===== config.mk =====
export PLATFORM = sky130hd
export DESIGN_NAME = acs_top
export DESIGN_NICKNAME = d
export VERILOG_FILES = /design/src/core/acs_pkg.sv /design/src/core/acs_top.sv /design/src/core/acs_sync.sv /design/src/core/acs_sar.sv
export SDC_FILE = /design/constraint.sdc
export NUM_CORES = 1
export LEC_CHECK = 0
export BUFFER_PORTS_ARGS = -buffer_cell sky130_fd_sc_hd__buf_2
export CAP_MARGIN = 5
export CORE_MARGIN = 5
export CORE_UTILIZATION = 45
export CTS_CLUSTER_SIZE = 20
export DETAILED_ROUTE_END_ITERATION = 8
export GPL_ROUTABILITY_DRIVEN = 0
export GPL_TIMING_DRIVEN = 0
export HOLD_SLACK_MARGIN = 0.06
export PLACE_DENSITY = 0.7
export SLEW_MARGIN = 20
export SYNTH_ARGS = -nofsm -noshare
export SYNTH_HDL_FRONTEND = slang
export SYNTH_SLANG_ARGS = --single-unit

===== constraint.sdc =====
create_clock -name pclk -period 5.65 [get_ports pclk]
set_input_delay 0.2825 -clock pclk [delete_from_list [all_inputs] [get_ports pclk]]
set_output_delay 0.2825 -clock pclk [all_outputs]
set_load 0.05 [all_outputs]

===== src/core/acs_pkg.sv =====
// Package of constants and types for the conversion sequencer.
package acs_pkg;

    // ********************************
    // Register map
    // ********************************
    localparam logic [7:0] OFF_MODE = 8'h00;
    localparam logic [7:0] OFF_CHAN = 8'h04;
    localparam logic [7:0] OFF_RESULT = 8'h08;
    localparam logic [7:0] OFF_STATUS = 8'h0c;
    localparam logic [7:0] OFF_MASK = 8'h10;

    localparam logic [7:0] MODE_RST = 8'h00;
    localparam logic [2:0] CHAN_RST = 3'h0;
    localparam logic [9:0] RESULT_RST = 10'h000;
    localparam logic [1:0] STAT_RST = 2'h0;

    localparam int STAT_FLAG_BIT = 0;
    localparam int STAT_BUSY_BIT = 1;

    // Edge selection for the trigger pin.
    localparam logic [1:0] EDGE_FALL = 2'h0;
    localparam logic [1:0] EDGE_RISE = 2'h1;

    // ********************************
    // Timing
    // ********************************
    localparam int CLK_PERIOD_NS = 40;
    localparam int CONV_TIME_NS = 4000;
    localparam int CONV_CYCLES = CONV_TIME_NS / CLK_PERIOD_NS;
    localparam int SAMPLE_CYCLES = CONV_CYCLES / 10;
    localparam int RES_BITS = 10;
    localparam int BIT_CYCLES = (CONV_CYCLES - SAMPLE_CYCLES) / RES_BITS;
    localparam int CNT_W = 8;
    localparam int PWR_WAIT_NS = 14000;
    localparam int PWR_WAIT_CYCLES =
        (PWR_WAIT_NS + CLK_PERIOD_NS - 1) / CLK_PERIOD_NS;

    // ********************************
    // Types
    // ********************************
    typedef struct packed {
        logic run;
        logic hw_start_select;
        logic [2:0] unused;
        logic [1:0] edge_sel;
        logic power;
    } acs_mode_t;

    typedef enum logic [1:0] {
        ST_IDLE = 2'b00,
        ST_SAMPLE = 2'b01,
        ST_CONVERT = 2'b11
    } acs_state_t;

endpackage


===== src/core/acs_top.sv =====
// Conversion sequencer top: APB registers, start control, interrupt.
//
// What this block does
// - Standby stops every conversion at once.
// - Result read is served before new write.
// - Trigger edges ignored while converting.
// - Mode or channel write beats result write.
// - Sample switch closed first tenth of conversion.
// - Channel write leaves the end flag alone.
// - Old channel flag may show after rewrite.
// - Read result before mode or channel write.
// - Stop colliding with completion drops that result.
// - Run bit with software start repeats conversions back to back.
// - Mode or channel write aborts and restarts.
// - Hardware start: one conversion per edge.
// - Reset clears the result register.
//
// Design decisions made here: the register addresses and register access over APB.
`timescale 1ns/1ps
module acs_top
    import acs_pkg::*;
(
    input wire logic pclk,
    input wire logic presetn,
    input wire logic psel,
    input wire logic penable,
    input wire logic pwrite,
    input wire logic [7:0] paddr,
    input wire logic [31:0] pwdata,
    output logic [31:0] prdata,
    output logic pready,
    output logic pslverr,
    input wire logic standby_req,
    input wire logic ext_conv_trigger,
    input wire logic cmp_in,
    output logic sample_hold_close,
    output logic [9:0] dac_code,
    output logic [2:0] channel_out,
    output logic conv_power_out,
    output logic conv_end_irq
);
    import acs_pkg::*;

    // ********************************
    // State
    // ********************************
    acs_mode_t conv_mode_reg;
    logic [2:0] channel_select_reg;
    logic [9:0] conv_result_reg;
    logic [1:0] stat_reg;
    logic [1:0] stat_next;
    logic [1:0] mask_reg;
    logic trig_prev_reg;
    logic trig_level;
    logic cmp_level;
    logic sar_busy;
    logic sar_done;
    logic sar_sample;
    logic [9:0] sar_dac;
    logic [9:0] sar_result;

    // ********************************
    // APB decode
    // ********************************
    wire sel_mode = (paddr == OFF_MODE);
    wire sel_chan = (paddr == OFF_CHAN);
    wire sel_result = (paddr == OFF_RESULT);
    wire sel_status = (paddr == OFF_STATUS);
    wire sel_mask = (paddr == OFF_MASK);
    wire addr_hit = sel_mode | sel_chan | sel_result | sel_status | sel_mask;
    wire access_first = psel && penable && !pready;
    wire wr_en = psel && penable && pready && pwrite && addr_hit;
    wire rd_capture = access_first && !pwrite;
    wire mc_wr = wr_en && (sel_mode || sel_chan);
    wire stat_w1c = wr_en && sel_status && pwdata[STAT_FLAG_BIT];
    wire [1:0] stat_rd = {sar_busy, stat_reg[STAT_FLAG_BIT]};

    wire [31:0] rd_mux =
        sel_mode ? {24'h000000, conv_mode_reg} :
        sel_chan ? {29'h0, channel_select_reg} :
        sel_result ? {22'h0, conv_result_reg} :
        sel_status ? {30'h0, stat_rd} :
        sel_mask ? {30'h0, mask_reg} : 32'h00000000;

    // ********************************
    // Start, abort and completion
    // ********************************
    wire trig_rise = trig_level && !trig_prev_reg;
    wire trig_fall = !trig_level && trig_prev_reg;
    wire trig_edge =
        (conv_mode_reg.edge_sel == EDGE_FALL) ? trig_fall :
        (conv_mode_reg.edge_sel == EDGE_RISE) ? trig_rise :
        (trig_rise | trig_fall);

    // A stop request in the completion cycle drops that result.
    wire abort_conv = sar_busy &&
        (mc_wr || standby_req || !conv_mode_reg.run);
    wire start_ok = conv_mode_reg.hw_start_select ? trig_edge : 1'b1;
    wire start_conv = !sar_busy && conv_mode_reg.run && !standby_req &&
        !mc_wr && start_ok;
    wire done_valid = sar_done && !abort_conv;

    always_comb begin
        stat_next = stat_reg;
        if (stat_w1c) begin
            stat_next[STAT_FLAG_BIT] = 1'b0;
        end
        // Hardware set wins over a clear in the same cycle.
        if (done_valid) begin
            stat_next[STAT_FLAG_BIT] = 1'b1;
        end
    end

    // ********************************
    // Submodules
    // ********************************
    acs_sync u_trig_sync (
        .pclk(pclk),
        .presetn(presetn),
        .pin(ext_conv_trigger),
        .level(trig_level)
    );

    acs_sync u_cmp_sync (
        .pclk(pclk),
        .presetn(presetn),
        .pin(cmp_in),
        .level(cmp_level)
    );

    acs_sar u_sar (
        .pclk(pclk),
        .presetn(presetn),
        .start(start_conv),
        .abort(abort_conv),
        .cmp_bit(cmp_level),
        .busy(sar_busy),
        .sample_on(sar_sample),
        .dac_code(sar_dac),
        .done(sar_done),
        .result(sar_result)
    );

    // ********************************
    // Bus slave
    // ********************************
    // Read data is taken on the first access edge, the same edge on which
    // a result write could land, so the old value is returned.
    always_ff @(posedge pclk or negedge presetn) begin
        if (!presetn) begin
            pready <= 1'b0;
            pslverr <= 1'b0;
            prdata <= 32'h00000000;
        end else begin
            pready <= access_first;
            pslverr <= access_first && !addr_hit;
            if (rd_capture) begin
                prdata <= rd_mux;
            end
        end
    end

    // ********************************
    // Registers
    // ********************************
    always_ff @(posedge pclk or negedge presetn) begin
        if (!presetn) begin
            conv_mode_reg <= MODE_RST;
            channel_select_reg <= CHAN_RST;
            mask_reg <= STAT_RST;
        end else if (wr_en) begin
            if (sel_mode) begin
                conv_mode_reg <= pwdata[7:0] & 8'hc7;
            end
            if (sel_chan) begin
                channel_select_reg <= pwdata[2:0];
            end
            if (sel_mask) begin
                mask_reg <= pwdata[1:0];
            end
        end
    end

    always_ff @(posedge pclk or negedge presetn) begin
        if (!presetn) begin
            conv_result_reg <= RESULT_RST;
        end else if (done_valid) begin
            conv_result_reg <= sar_result;
        end
    end

    // The flag is only cleared by its own write-one, never by a
    // channel rewrite, so a flag already set for the old channel still shows.
    always_ff @(posedge pclk or negedge presetn) begin
        if (!presetn) begin
            stat_reg <= STAT_RST;
        end else begin
            stat_reg <= stat_next;
        end
    end

    always_ff @(posedge pclk or negedge presetn) begin
        if (!presetn) begin
            trig_prev_reg <= 1'b0;
            conv_end_irq <= 1'b0;
            sample_hold_close <= 1'b0;
            dac_code <= 10'h000;
            channel_out <= CHAN_RST;
            conv_power_out <= 1'b0;
        end else begin
            trig_prev_reg <= trig_level;
            conv_end_irq <= |(stat_next & mask_reg);
            sample_hold_close <= sar_sample;
            dac_code <= sar_dac;
            channel_out <= channel_select_reg;
            conv_power_out <= conv_mode_reg.power;
        end
    end

    // ********************************
    // Checks
    // ********************************
    property p_result_store;
        @(posedge pclk) disable iff (!presetn)
        done_valid |=> conv_result_reg == $past(sar_result)
            && stat_reg[STAT_FLAG_BIT];
    endproperty
    a_result_store: assert property (p_result_store)
        else $error("Result or flag not stored at conversion end.");

    property p_write_wins;
        @(posedge pclk) disable iff (!presetn)
        sar_done && mc_wr |=> conv_result_reg == $past(conv_result_reg);
    endproperty
    a_write_wins: assert property (p_write_wins)
        else $error("Result written despite register write.");

    property p_read_first;
        @(posedge pclk) disable iff (!presetn)
        rd_capture && sel_result && sar_done |=>
            prdata[9:0] == $past(conv_result_reg);
    endproperty
    a_read_first: assert property (p_read_first)
        else $error("Read returned the new result.");

    property p_trig_ignored;
        @(posedge pclk) disable iff (!presetn)
        sar_busy && trig_edge |-> !start_conv;
    endproperty
    a_trig_ignored: assert property (p_trig_ignored)
        else $error("Trigger taken during conversion.");

    property p_standby_stop;
        @(posedge pclk) disable iff (!presetn)
        standby_req |=> !sar_busy;
    endproperty
    a_standby_stop: assert property (p_standby_stop)
        else $error("Conversion running in standby.");

    property p_chan_keeps_flag;
        @(posedge pclk) disable iff (!presetn)
        wr_en && sel_chan && stat_reg[STAT_FLAG_BIT] |=>
            stat_reg[STAT_FLAG_BIT];
    endproperty
    a_chan_keeps_flag: assert property (p_chan_keeps_flag)
        else $error("Channel write cleared the end flag.");

    property p_abort_restart;
        @(posedge pclk) disable iff (!presetn)
        mc_wr && sar_busy |=> !sar_busy;
    endproperty
    a_abort_restart: assert property (p_abort_restart)
        else $error("Register write did not abort conversion.");

    property p_hw_single;
        @(posedge pclk) disable iff (!presetn)
        done_valid && conv_mode_reg.hw_start_select ##1 !trig_edge
            |-> ##1 !sar_busy;
    endproperty
    a_hw_single: assert property (p_hw_single)
        else $error("Hardware mode restarted without a trigger.");

    property p_sw_repeat;
        @(posedge pclk) disable iff (!presetn)
        done_valid && !conv_mode_reg.hw_start_select ##1
            (conv_mode_reg.run && !standby_req && !mc_wr) |=> sar_busy;
    endproperty
    a_sw_repeat: assert property (p_sw_repeat)
        else $error("Software mode did not repeat.");

    // A clear that meets a conversion end must not hide that end.
    property p_set_wins;
        @(posedge pclk) disable iff (!presetn)
        done_valid && stat_w1c |=> stat_reg[STAT_FLAG_BIT];
    endproperty
    a_set_wins: assert property (p_set_wins)
        else $error("Flag clear beat a conversion end.");

    property p_flag_clear;
        @(posedge pclk) disable iff (!presetn)
        stat_w1c && !done_valid |=> !stat_reg[STAT_FLAG_BIT];
    endproperty
    a_flag_clear: assert property (p_flag_clear)
        else $error("Write-one did not clear the end flag.");

    property p_irq_set;
        @(posedge pclk) disable iff (!presetn)
        done_valid && mask_reg[STAT_FLAG_BIT] |=> conv_end_irq;
    endproperty
    a_irq_set: assert property (p_irq_set)
        else $error("Unmasked conversion end raised no interrupt.");

    property p_run_stop;
        @(posedge pclk) disable iff (!presetn)
        sar_busy && !conv_mode_reg.run |=> !sar_busy;
    endproperty
    a_run_stop: assert property (p_run_stop)
        else $error("Conversion kept running after run cleared.");

    property p_write_no_flag;
        @(posedge pclk) disable iff (!presetn)
        sar_done && mc_wr && !stat_reg[STAT_FLAG_BIT] |=>
            !stat_reg[STAT_FLAG_BIT];
    endproperty
    a_write_no_flag: assert property (p_write_no_flag)
        else $error("End flag raised despite register write.");

    property p_sample_pin;
        @(posedge pclk) disable iff (!presetn)
        sar_sample |=> sample_hold_close;
    endproperty
    a_sample_pin: assert property (p_sample_pin)
        else $error("Sample switch not closed during sampling.");

    c_sw_conv: cover property (@(posedge pclk) disable iff (!presetn)
        done_valid && !conv_mode_reg.hw_start_select);
    c_hw_conv: cover property (@(posedge pclk) disable iff (!presetn)
        done_valid && conv_mode_reg.hw_start_select);
    c_abort: cover property (@(posedge pclk) disable iff (!presetn)
        sar_done && mc_wr);
    c_irq: cover property (@(posedge pclk) disable iff (!presetn)
        $rose(conv_end_irq));
    c_trig_busy: cover property (@(posedge pclk) disable iff (!presetn)
        sar_busy && trig_edge);
endmodule


===== src/core/acs_sync.sv =====
// Three-stage synchroniser for a pin with agreement filter.
`timescale 1ns/1ps
module acs_sync (
    input wire logic pclk,
    input wire logic presetn,
    input wire logic pin,
    output logic level
);
    logic s1_reg;
    logic s2_reg;
    logic s3_reg;

    // The output moves only when the last two stages agree.
    always_ff @(posedge pclk or negedge presetn) begin
        if (!presetn) begin
            s1_reg <= 1'b0;
            s2_reg <= 1'b0;
            s3_reg <= 1'b0;
            level <= 1'b0;
        end else begin
            s1_reg <= pin;
            s2_reg <= s1_reg;
            s3_reg <= s2_reg;
            if (s2_reg == s3_reg) begin
                level <= s3_reg;
            end
        end
    end
endmodule


===== src/core/acs_sar.sv =====
// Successive approximation engine with sample phase.
`timescale 1ns/1ps
module acs_sar
    import acs_pkg::*;
(
    input wire logic pclk,
    input wire logic presetn,
    input wire logic start,
    input wire logic abort,
    input wire logic cmp_bit,
    output logic busy,
    output logic sample_on,
    output logic [9:0] dac_code,
    output logic done,
    output logic [9:0] result
);
    acs_state_t state_reg;
    acs_state_t state_next;
    logic [CNT_W-1:0] cnt_reg;
    logic [3:0] bit_reg;
    wire tick = (cnt_reg == '0);
    wire [9:0] decided = cmp_bit ? dac_code : dac_code & ~(10'h001 << bit_reg);

    assign busy = (state_reg != ST_IDLE);
    assign done = (state_reg == ST_CONVERT) && tick && (bit_reg == 4'h0);
    assign result = decided;

    always_comb begin
        state_next = state_reg;
        case (state_reg)
            ST_IDLE: if (start) state_next = ST_SAMPLE;
            ST_SAMPLE: if (tick) state_next = ST_CONVERT;
            ST_CONVERT: if (done) state_next = ST_IDLE;
            default: state_next = ST_IDLE;
        endcase
        if (abort) begin
            state_next = ST_IDLE;
        end
    end

    always_ff @(posedge pclk or negedge presetn) begin
        if (!presetn) begin
            state_reg <= ST_IDLE;
            cnt_reg <= '0;
            bit_reg <= 4'h0;
            dac_code <= 10'h000;
            sample_on <= 1'b0;
        end else begin
            state_reg <= state_next;
            sample_on <= (state_next == ST_SAMPLE);
            if (state_reg == ST_IDLE) begin
                cnt_reg <= CNT_W'(SAMPLE_CYCLES - 1);
            end else if (!tick) begin
                cnt_reg <= cnt_reg - 1'b1;
            end else if (state_reg == ST_SAMPLE) begin
                cnt_reg <= CNT_W'(BIT_CYCLES - 1);
                bit_reg <= 4'(RES_BITS - 1);
                dac_code <= 10'h200;
            end else begin
                cnt_reg <= CNT_W'(BIT_CYCLES - 1);
                bit_reg <= bit_reg - 1'b1;
                dac_code <= decided | ((10'h001 << bit_reg) >> 1);
            end
        end
    end

    property p_sample_len;
        @(posedge pclk) disable iff (!presetn)
        $rose(sample_on) && !abort ##1 (!abort)[*8] |-> sample_on;
    endproperty
    a_sample_len: assert property (p_sample_len)
        else $error("Sample phase shorter than expected.");
endmodule


== After elaboration in Yosys (flattened, before gate mapping) ==
Cells that the tools add are included.
Widths: inputs -> output; s select.

* Div/mod/pow operators: 0
* $add $sub $neg: 2
* Equality and inequality tests: 10
* $lt $le $gt $ge: 0
* Bitwise logic cells: 10
* Shift-type cells: 1
* Reduce and logical (&&, ||, !) cells: 44
* Multipliers: 0
* Mux-type cells: 20

{| class="wikitable"
|+ Operators by type and width
! operator !! count
|-
| $mux 10 || 5
|-
| $logic_and 1x1->1 || 20
|-
| $eq 8x4->1 const B || 2
|-
| $logic_not 8->1 || 2
|-
| $mux 8 || 2
|-
| $mux 2 || 6
|-
| $and 10x10->10 || 1
|-
| $logic_not 1->1 || 10
|-
| $not 10->10 || 1
|-
| $or 10x9->10 || 1
|-
| $shl 1x4->10 const A || 1
|-
| $eq 8x3->1 const B || 1
|-
| $eq 8x5->1 const B || 1
|-
| $reduce_and 2->1 || 4
|-
| $sub 8x1->8 const B || 1
|-
| $eq 2x1->1 const B || 3
|-
| $pmux 2 s3 || 1
|-
| $mux 1 || 5
|-
| $or 1x1->1 || 5
|-
| $logic_not 2->1 || 2
|-
| $logic_not 4->1 || 1
|-
| $mux 4 || 1
|-
| $sub 4x1->4 const B || 1
|-
| $logic_or 1x1->1 || 3
|-
| 6 further kinds || 7
|}

* Latch bits: 0
* Output and inout port bits: 50
* Word-level logic and storage cells: 117
* ROM bits: 0
* Bits in registers: 105
* Bits in writable memories: 0
* Memories kept: 0

== Depth between registers and ports, before layout ==
Gate-level depths: netlist (run 1).

* Depth after elaboration: 15
* Gate-level depth with buffers: 7
* Depth with buffers taken out: 6

== Modules after synthesis ==
A second synthesis (run 1) with hierarchy kept.

* Cells, all modules: 335
* Area total of the unflattened synthesis: 3950.0 µm²

{| class="wikitable"
|+ By module, submodules not included
! module !! area an instance (µm²) !! times used !! seq. area each (µm²) !! cells each
|-
| acs_top || 2204.6 || 1 || 1251.2 || 172
|-
| acs_sar || 1522.7 || 1 || 625.6 || 153
|-
| acs_sync || 111.4 || 2 || 100.1 || 5
|}

== Least setup slack after synthesis (run 1) ==
OpenSTA, ideal clock, no wires.

* Kind: register to register
* From: reg pready
* To: reg conv_result_reg[0]
* Setup slack: 3.675 ns
* Library setup time: 0.125 ns
* Cell stages (with the launch flop): 5
* Arrival: 1.850 ns
* Path buffers: 0
* Cell sequence: dfrtp_1 -> and4_1 -> and4_4 -> nor3_4 -> mux2_2

* Cells in the longest elaborated chain, start to end: 9

{| class="wikitable"
|+ Ends and longest elaborated chain
! item !! RTL line !! text
|-
| from (decl) || acs_top.sv:31 || <nowiki>output logic pready,</nowiki>
|-
| from (signal assigned) || acs_top.sv:155 || <nowiki>pready <= access_first;</nowiki>
|-
| $logic_and 1x1->1 (3 in series) || acs_top.sv:72 || <nowiki>wire wr_en = psel && penable && pready && pwrite && addr_hit;</nowiki>
|-
| $logic_and 1x1->1 || acs_top.sv:74 || <nowiki>wire mc_wr = wr_en && (sel_mode || sel_chan);</nowiki>
|-
| $logic_or 1x1->1 (2 in series) || acs_top.sv:97 || <nowiki>(mc_wr || standby_req || !conv_mode_reg.run);</nowiki>
|-
| $logic_and 1x1->1 || acs_top.sv:96 || <nowiki>wire abort_conv = sar_busy &&</nowiki>
|-
| $logic_not 1->1 || acs_top.sv:101 || <nowiki>wire done_valid = sar_done && !abort_conv;</nowiki>
|-
| $logic_and 1x1->1 || acs_top.sv:101 ||
|-
| to (signal assigned) || acs_top.sv:188 || <nowiki>conv_result_reg <= sar_result;</nowiki>
|-
| to (decl) || acs_top.sv:49 || <nowiki>logic [9:0] conv_result_reg;</nowiki>
|}

Every way passes these cells.
A chain may end at the register's enable or synchronous reset.

== Worst setup path in the final report (run 1) ==
* From: reg u_sar.cnt_reg[0]
* To: reg conv_result_reg[7]

* Cells in the longest elaborated chain, start to end: 4

{| class="wikitable"
|+ Ends and longest elaborated chain
! item !! RTL line !! text
|-
| from (decl) || acs_sar.sv:19 || <nowiki>logic [CNT_W-1:0] cnt_reg;</nowiki>
|-
| from (signal assigned) || acs_sar.sv:52 || <nowiki>cnt_reg <= CNT_W'(SAMPLE_CYCLES - 1);</nowiki>
|-
| from (signal assigned) || acs_sar.sv:54 || <nowiki>cnt_reg <= cnt_reg - 1'b1;</nowiki>
|-
| from (signal assigned) || acs_sar.sv:56 || <nowiki>cnt_reg <= CNT_W'(BIT_CYCLES - 1);</nowiki>
|-
| $logic_not 8->1 || acs_sar.sv:21 || <nowiki>wire tick = (cnt_reg == '0);</nowiki>
|-
| $logic_and 1x1->1 (2 in series) || acs_sar.sv:25 || <nowiki>assign done = (state_reg == ST_CONVERT) && tick && (bit_reg == 4'h0);</nowiki>
|-
| $logic_and 1x1->1 || acs_top.sv:101 ||
|}

Every way passes these cells.

==> results of run 1 <==
## power breakdown
part	switching, µW	internal, µW	leakage (µW)	total (µW)
logic	65.5	27.3	0.00101	92.8
registers	4.21	599	0.00110	604
clock network	204	259	0.000102	463
## kinds of logic after synthesis
logic type,synth area share [%]
adder cells (fa/ha/maj),3.16
XOR/XNOR,1.38
AO/OA/AOI/OAI,11.2
other,0.0987
flip-flops,54.7
multiplexers,7.08
AND/OR/NAND/NOR,15.0
buffers and inverters,7.44
## per-stage QoR
step	total power [µW]	setup WS, ns
after global placement	702	3.57
after floorplan	678	3.68
after detailed placement	707	3.52
final	1160	3.49
after global routing	1200	3.38
after CTS	1170	3.51
## routing by layer
layer | wire [µm] | GRT usage, %
met3 | 408 | 2.59
met2 | 3490 | 23.5
met4 | 62 | 5.25
met1 | 3440 | 21.0
met5 | 0 | 0
## critical path: cells and delay by family (launching register included)
family                   cells  cell delay (ns)
buffers and inverters        2             0.39
AND/OR/NAND/NOR              2             0.58
AO/OA/AOI/OAI                2             0.39
flip-flops                   1             0.42
adder cells (fa/ha/maj)      1             0.27
## worst paths after layout
path | from | to | slack (ns) | cells past startpoint
min in group asynchronous | presetn | u_sar.sample_on | 0.45 | 2
worst max-delay path | u_sar.cnt_reg[0] | conv_result_reg[7] | 3.49 | 7
max in group asynchronous | presetn | dac_code[8] | 4.63 | 3
worst min register to register | u_sar.sample_on | sample_hold_close | 0.35 | 0
worst max register to register | u_sar.cnt_reg[0] | conv_result_reg[7] | 3.49 | 7
worst min-delay path | pwdata[6] | conv_mode_reg[6] | 0.18 | 2
## cell usage after synthesis, drive strengths merged, types with 7 or more instances
library cell	n	share of area, %
dfrtp	83	55
o21ai	30	4.0
buf	26	5.2
nor2	22	2.2
mux2	15	4.4
nand2	14	1.4
inv	13	1.3
mux2i	10	2.6
nor3	9	1.6
a21oi	8	1.1
ha	8	2.6
a22o	7	1.6
clkbuf	7	0.99
## final cells by class
type                    instances  area, µm²  area share, %
flip-flops and latches         83       2080           46.0
inverters                      13       48.8           1.08
repair buffers                 50        290           6.43
well taps                     105        131           2.91
clock inverters                 4       75.1           1.66
multi-input cells             218       1520           33.6
plain buffers                  33        234           5.18
clock buffers                  11        141           3.13
## what timing repair did
item / 4_1_cts / 5_1_grt
buffers inserted: 0 / 0
hold buffers: 3 / 0
hold endpoints to repair: 38 / 0
==> flow_summary.json, run 1 <==
{
  "drt_iter0_drc": 104,
  "grt_max_degree": 48,
  "p_per_area_mw_per_mm2": 257,
  "cpPeakStageDelay_ns": 0.42,
  "holdWs_ns": 0.178,
  "synth_cell_type_count": 54,
  "grt_pass1_vias": 2543,
  "ys.flop_type": "dfrtp_1",
  "maxSlewViolCount": 0,
  "wl_per_cell_um": 14.3,
  "hold_violations": 0,
  "initial_core_util_pct": 46.2,
  "fin_util_pct": 55.0,
  "clk_pin_slew_worst_paths_ns": 0.09,
  "pin_count": 98,
  "hp-class": "in -> reg",
  "worstMarginPinSlew_ns": 0.539,
  "grt.total_usage_pct": 14.9,
  "criticalPathCategory": "reg -> reg",
  "period_share_pct": 38.2,
  "place_hpwl_um": 5420,
  "num_antenna_cells": 0,
  "grt_overflow": 0,
  "outcome": "complete, no violations",
  "dr.pass1.iters": 4,
  "fill_cells": 706,
  "finish.instance_area_mm2": 0.00452,
  "netlist_area_mm2": 0.00380,
  "dieWidth_um": 102,
  "drcViolationCount": 0,
  "cp.arrival_ns": 2.37,
  "htree_levels": 3,
  "post-place-cells": 499,
  "synth-edff-count": 0,
  "cts_buffers": 9,
  "grt_pass1_wl_um": 12200,
  "rsz0062_at_grt": "no",
  "path_cells": "inv_1 > ha_1 > nor4b_4 > nand3_1 > clkbuf_1 > o31ai_1 > o21ai_0",
  "final_cells": 517,
  "rows": 33,
  "cp-end-kind": "flop",
  "postSynthAreaPerCell_um2": 11.7,
  "setup_tns_ns": 0,
  "layout_common_cells": "dfrtp_1 (83), buf_2 (46), o21ai_0 (29)",
  "core_area_mm2": 0.00822,
  "synth-async-reset-ratio_pct": 100,
  "post_cts_resized": 0,
  "maxClockFrequency_mhz": 464,
  "p_leak_uw": 0.00221,
  "slew_headroom_pct": 64.0,
  "place_area_mm2": 0.00427,
  "ys_warn_count": 0,
  "mostFrequentLayoutCell": "dfrtp_1",
  "setup_viol": 0,
  "die_h_um": 102,
  "antenna_found_initial": 0,
  "cp.required_ns": 5.87,
  "slowest_stage": "dfrtp_1",
  "cts_tree": "yes",
  "io_buffer_count": 46,
  "die-area_mm2": 0.0104,
  "cp-start-kind": "flop",
  "num-nets-final": 464,
  "root_buffer": "clkbuf_8",
  "cp_max_fo": 10,
  "synth_cells": 326,
  "drive_gt1_share_pct": 28.2,
  "yosysSeqAreaShare_pct": 54.7,
  "via_count": 2593,
  "max-cap-violations": 0,
  "area_growth_pct": 18.9,
  "vias_per_cell": 5.02,
  "routed_wl_um": 7400,
  "clk_path_buf_depth": 2,
  "fin_crit_ns": 2.16,
  "synth_seq_cells": 83,
  "worstSkewPairLatency_ns": 0.34,
  "clock_sinks": 83,
  "drtAntennaViolNets": 0,
  "skew_ns": 0.0113,
  "ir_worst_vdd_v": 0.000113
}
Note: power is estimated with default switching activity, not from simulation.
==> run 2: changes to the inputs <==
--- a/config.mk
+++ b/config.mk
@@ -14,7 +14,7 @@
 export GPL_ROUTABILITY_DRIVEN = 0
 export GPL_TIMING_DRIVEN = 0
 export HOLD_SLACK_MARGIN = 0.06
-export PLACE_DENSITY = 0.7
+export PLACE_DENSITY = 0.72
 export SLEW_MARGIN = 20
 export SYNTH_ARGS = -nofsm -noshare
 export SYNTH_HDL_FRONTEND = slang
==> constraint.sdc (replaced) <==
create_clock -name pclk -period 1.95 [get_ports pclk]
set_input_delay 0.0975 -clock pclk [delete_from_list [all_inputs] [get_ports pclk]]
set_output_delay 0.0975 -clock pclk [all_outputs]
set_load 0.05 [all_outputs]
==> flow_summary.json, run 2 (synthesis gave the netlist of run 1 again) <==
{
  "grt.total_usage_pct": 15.1,
  "io_buffer_count": 46,
  "area_growth_pct": 24.4,
  "drive_gt1_share_pct": 31.8,
  "htree_levels": 3,
  "grt_pass1_vias": 2620,
  "slew_headroom_pct": 61.6,
  "internal-power_uw": 2600,
  "cp.required_ns": 2.19,
  "power_switching_uw": 853,
  "reg2reg_from": "u_sar.cnt_reg[0]",
  "drcViolationCount": 0,
  "combPwrFrac_pct": 8.1,
  "cts_buffers": 9,
  "maxClockFrequency_mhz": 548,
  "cp-end-kind": "flop",
  "clk_pin_slew_worst_paths_ns": 0.09,
  "die-area_mm2": 0.0104,
  "clock_sinks": 83,
  "initial_core_util_pct": 46.2,
  "skew_ns": 0.00757,
  "maxSlewViolCount": 0,
  "p_leak_uw": 0.00231,
  "num-nets-final": 479,
  "switching_share_pct": 24.7,
  "cp-start-kind": "flop",
  "reg2reg_to": "u_sar.dac_code[4]",
  "via_count": 2684,
  "grt_pass1_wl_um": 12500,
  "period_share_pct": 93.6,
  "core_area_mm2": 0.00822,
  "setup_ws_ns": 0.125,
  "ir_worst_vdd_v": 0.000366,
  "worstMarginPinSlew_ns": 0.573,
  "reg2regPathDepth": 7,
  "rows": 33,
  "dr.pass1.iters": 4,
  "root_buffer": "clkbuf_8",
  "drt_iter0_drc": 143,
  "wl_per_cell_um": 14.3,
  "dieWidth_um": 102,
  "setup_tns_ns": 0,
  "seqPwrFrac_pct": 50.7,
  "clkPwrFrac_pct": 41.2,
  "cp_max_fo": 8,
  "worstSkewPairLatency_ns": 0.35,
  "fin_util_pct": 57.5,
  "cts_tree": "yes",
  "setup_viol": 0,
  "fin_crit_ns": 1.82,
  "max-cap-violations": 0,
  "clk_path_buf_depth": 2,
  "vias_per_cell": 5.04,
  "hp-class": "in -> reg",
  "hold_violations": 0,
  "r2r_slack_ns": 0.13,
  "grt_overflow": 0,
  "outcome": "complete, no violations",
  "mostFrequentLayoutCell": "dfrtp_1",
  "grt_max_degree": 50,
  "antenna_found_initial": 0,
  "die_h_um": 102,
  "cp-startpoint": "u_sar.cnt_reg[0]",
  "cp.arrival_ns": 2.07,
  "criticalPathCategory": "reg -> reg",
  "pre_cts_slack_ns": -0.171,
  "pin_count": 98,
  "p_per_area_mw_per_mm2": 730,
  "layout_common_cells": "dfrtp_1 (83), buf_2 (46), buf_4 (33)",
  "routed_wl_um": 7610,
  "worstSetupEndpoint": "u_sar.dac_code[4]",
  "place_hpwl_um": 5370,
  "num_antenna_cells": 0,
  "drtAntennaViolNets": 0
}
run 2: cell count changes in the layout (fill, tap and decap cells not counted), sizes merged:
| cell | before | now |
|---|---|---|
| dlygate4sd3 | 3 | 10 |
| clkinv | 0 | 1 |
| clkinvlp | 2 | 1 |
| inv | 13 | 15 |
| buf | 73 | 83 |
| clkbuf | 18 | 15 |
run 2: through the flow:
step | hold slack [ns] | total power, µW | cells | cell area (µm²)
after detailed placement | 0.0833 | 2050 | 499 | 4270
after floorplan | -0.198 | 1960 | 347 | 3880
after global routing | 0.128 | 3580 | 533 | 4730
after CTS | 0.0819 | 3470 | 529 | 4650
after global placement | 0.207 | 2030 | 498 | 4240
final | 0.0890 | 3450 | 533 | 4730
run 2: power groups by stage:
stage	logic [µW]	clock network (µW)	registers (µW)
2_1_floorplan	172	0	1790
3_3_place_gp	253	0	1780
3_5_place_dp	264	0	1780
4_1_cts	280	1440	1750
5_1_grt	303	1530	1750
6_report	280	1420	1750
run 2: final cells by class:
cell class	instances	area (µm²)
sequential	83	2080
timing repair buffer	66	440
multi-input combinational	218	1560
clock inverter	6	96.3
buffer	32	238
clock buffer	10	138
tap	105	131
fill	682	3490
inverter	13	48.8
run 2: worst min-delay path by stage:
stage	startpoint	endpoint	slack, ns	depth (start not counted)
after floorplan	presetn	channel_out[0]	-0.20	0
final	pwrite	prdata[1]	0.09	3
after global routing	paddr[4]	pslverr	0.13	3
after global placement	cmp_in	u_cmp_sync.s1_reg	0.21	1
after CTS	pwrite	prdata[1]	0.08	3
after detailed placement	presetn	channel_out[0]	0.08	1
run 2: metal layers:
metal	vias to the layer above	wire (µm)	global-route usage (%)
li1	1308	-	-
met1	1293	3380	20.5
met2	75	3640	24.1
met4	0	80	6.16
met5	-	0	0
met3	8	510	2.94
run 2: repair_timing:
item	in CTS	in global routing
hold endpoints to repair	47	0
hold buffers	10	0
gates resized for setup	2	15
endpoints found under the setup margin	17	30
setup buffers	5	4
pin swaps	1	2
run 2: critical path, stage by stage (launching register included):
cell     delay, ns
dfrtp_1       0.42
inv_1         0.13
ha_4          0.18
nor4b_4       0.28
nor3b_4       0.23
buf_4         0.18
o21ai_0       0.09
a32o_1        0.20
==> run 3: changes to the inputs <==
--- a/config.mk
+++ b/config.mk
@@ -5,6 +5,8 @@
 export SDC_FILE = /design/constraint.sdc
 export NUM_CORES = 1
 export LEC_CHECK = 0
+export ABC_AREA = 1
+export ABC_CLOCK_PERIOD_IN_PS = 1950
 export BUFFER_PORTS_ARGS = -buffer_cell sky130_fd_sc_hd__buf_2
 export CAP_MARGIN = 5
 export CORE_MARGIN = 5
==> flow_summary.json, run 3 <==
{
  "drive_gt1_share_pct": 24.5,
  "num-nets-final": 557,
  "slew_headroom_pct": 65.4,
  "p_per_area_mw_per_mm2": 868,
  "die_h_um": 102,
  "maxSlewViolCount": 0,
  "cpPeakStageDelay_ns": 0.59,
  "layout_common_cells": "dfrtp_1 (83), nand2_1 (78), inv_1 (48), buf_2 (48), o21ai_0 (37)",
  "min_path_cells": 4,
  "internal-power_uw": 2780,
  "outcome": "complete, no violations",
  "cts_setup_buffers": 0,
  "dieWidth_um": 102,
  "cp-start-kind": "input port",
  "p_leak_uw": 0.00242,
  "power_switching_uw": 1220,
  "drt_iter0_drc": 132,
  "pin_count": 98,
  "synth_seq_cells": 83,
  "synth_cells": 410,
  "synth_area_leaders": "dfrtp_1 (55%), nand2_1 (7.8%), o21ai_0 (4.9%)",
  "drcViolationCount": 0,
  "max-cap-violations": 0,
  "combPwrFrac_pct": 18.4,
  "worstSkewPairLatency_ns": 0.34,
  "clock_sinks": 83,
  "cp-end-kind": "flop",
  "rsz0062_at_grt": "no",
  "num_antenna_cells": 0,
  "htree_levels": 3,
  "cts_buffers": 9,
  "hp-class": "in -> reg",
  "post-place-cells": 585,
  "cts_tree": "yes",
  "dr.pass1.iters": 4,
  "synth-edff-count": 0,
  "switching_share_pct": 30.4,
  "fin_crit_ns": 1.84,
  "setup_tns_ns": 0,
  "synth_top_cell_by_area": "dfrtp_1",
  "path_cells": "dlygate4sd3_1 > buf_2 > nand2_2 > dlygate4sd3_1 > nor2_2 > nand2_2 > buf_2 > o31ai_1",
  "synth_cell_type_count": 35,
  "crit_buf_inv": 4,
  "ys_warn_count": 0,
  "core_area_mm2": 0.00822,
  "synth-async-reset-ratio_pct": 100,
  "routed_wl_um": 7250,
  "final_cells": 611,
  "hold_violations": 0,
  "synth.top_cell.area_share_pct": 54.6,
  "grt_max_degree": 62,
  "place_hpwl_um": 5490,
  "finish.instance_area_mm2": 0.00461,
  "clk_pin_slew_worst_paths_ns": 0.09,
  "fin_util_pct": 56.1,
  "place_area_mm2": 0.00429,
  "wl_per_cell_um": 11.9,
  "grt_pass1_vias": 2758,
  "cp_top_family": "buffers and inverters",
  "io_buffer_count": 48,
  "grt.total_usage_pct": 14.7,
  "area_growth_pct": 21.2,
  "rows": 33,
  "cp.arrival_ns": 2.09,
  "clkPwrFrac_pct": 33.9,
  "synthTopCellsByCount": "dfrtp_1 (83), nand2_1 (79), inv_1 (48), o21ai_0 (37), nor2_1 (31)",
  "criticalPathCategory": "in -> reg",
  "antenna_found_initial": 0,
  "reg2reg_from": "u_sar.bit_reg[0]",
  "reg2regPathDepth": 6,
  "vias_per_cell": 4.66,
  "netlist_area_mm2": 0.00381,
  "slowest_stage": "dlygate4sd3_1",
  "clk_path_buf_depth": 2,
  "drtAntennaViolNets": 0,
  "worstMarginPinSlew_ns": 0.515,
  "total_power_uw": 4000,
  "mostFrequentLayoutCell": "dfrtp_1",
  "initial_core_util_pct": 46.3,
  "ir_worst_vdd_v": 0.000437,
  "hold_start": "standby_req",
  "cp.required_ns": 2.21,
  "cp_max_fo": 10,
  "r2r_slack_ns": 0.28,
  "synth.most_common_cell": "dfrtp_1",
  "via_count": 2847,
  "reg2reg_to": "u_sar.dac_code[0]",
  "grt_overflow": 0,
  "seqPwrFrac_pct": 47.7,
  "grt_pass1_wl_um": 12200,
  "ys.flop_type": "dfrtp_1",
  "root_buffer": "clkbuf_8",
  "maxClockFrequency_mhz": 544,
  "die-area_mm2": 0.0104,
  "setup_viol": 0,
  "postSynthAreaPerCell_um2": 9.29,
  "yosysSeqAreaShare_pct": 54.6,
  "min_to": "u_sar.state_reg[1]",
  "skew_ns": 0.0105,
  "period_share_pct": 94.3
}
## run 3: cell types whose count changed after synthesis, moves of 8 or more
cell,delta
nand3_1,+22
mux2_2,-15
nor2_1,+9
mux2i_1,-10
nand2_1,+65
o21ai_0,+8
inv_1,+35
## run 3: worst max-delay path by stage
stage / endpoint / from / cells after the start / slack, ns
finish: prdata[5] / penable / 8 / 0.11
global route: prdata[5] / penable / 8 / 0.01
CTS: prdata[5] / penable / 8 / 0.03
detailed placement: u_sar.dac_code[0] / u_sar.bit_reg[0] / 6 / 0.28
global placement: channel_select_reg[2] / presetn / 1 / 0.16
floorplan: conv_result_reg[9] / pready / 7 / 0.40
## run 3: final cells by class
type	count	area, µm²
timing repair buffer	59	370
clock buffer	9	124
sequential	83	2080
buffer	27	208
tap	105	131
inverter	52	195
clock inverter	7	98.8
fill	722	3600
multi-input combinational	269	1410
## run 3: power groups by stage
stage / clock network, µW / registers (µW) / logic [µW]
finish: 1360 / 1910 / 736
CTS: 1390 / 1910 / 741
global route: 1470 / 1930 / 819
global placement: 0 / 1940 / 700
detailed placement: 0 / 1950 / 723
floorplan: 0 / 2010 / 475
## run 3: kinds of logic (layout without fill, tap and decap cells)
kind of cell | Yosys count | count (layout) | share of synthesized area [%]
and+or+nand+nor | 166 | 166 | 20.9
DFF | 83 | 83 | 54.6
buffers and inverters | 79 | 154 | 10.6
AOI/OAI and AO/OA | 68 | 68 | 9.99
adders and majority gates | 10 | 10 | 3.15
xor gates and xnor gates | 3 | 3 | 0.690
other | 1 | 22 | 0.0985
## run 3: what timing repair did
item / CTS / global route
endpoints found under the setup margin: 0 / 9
hold buffers: 10 / 0
hold endpoints to repair: 97 / 0
resized for setup: 0 / 1
## run 3: worst reg2reg max path, stage by stage, from the launching register on
cell and delay [ns]:
dfrtp_1 0.43, inv_1 0.16, ha_1 0.22, nand2_2 0.09, o21ai_0 0.34, a21boi_0 0.21, o21ai_0 0.10
## run 3: routing by layer
metal | GRT usage [%] | vias to the layer above | part of all wire (%)
met5 | 0 | - | 0
met4 | 6.46 | 0 | 0.84
met3 | 3.14 | 6 | 4.4
met2 | 23.8 | 46 | 50
met1 | 19.1 | 1339 | 44
li1 | - | 1456 | -
## run 3: stage by stage
| step | setup slack, ns | hold slack (ns) |
|---|---|---|
| after global placement | 0.163 | 0.206 |
| after detailed placement | 0.276 | 0.0267 |
| after floorplan | 0.396 | -0.198 |
| after global routing | 0.00999 | 0.153 |
| after CTS | 0.0250 | 0.0968 |
| final | 0.111 | 0.121 |
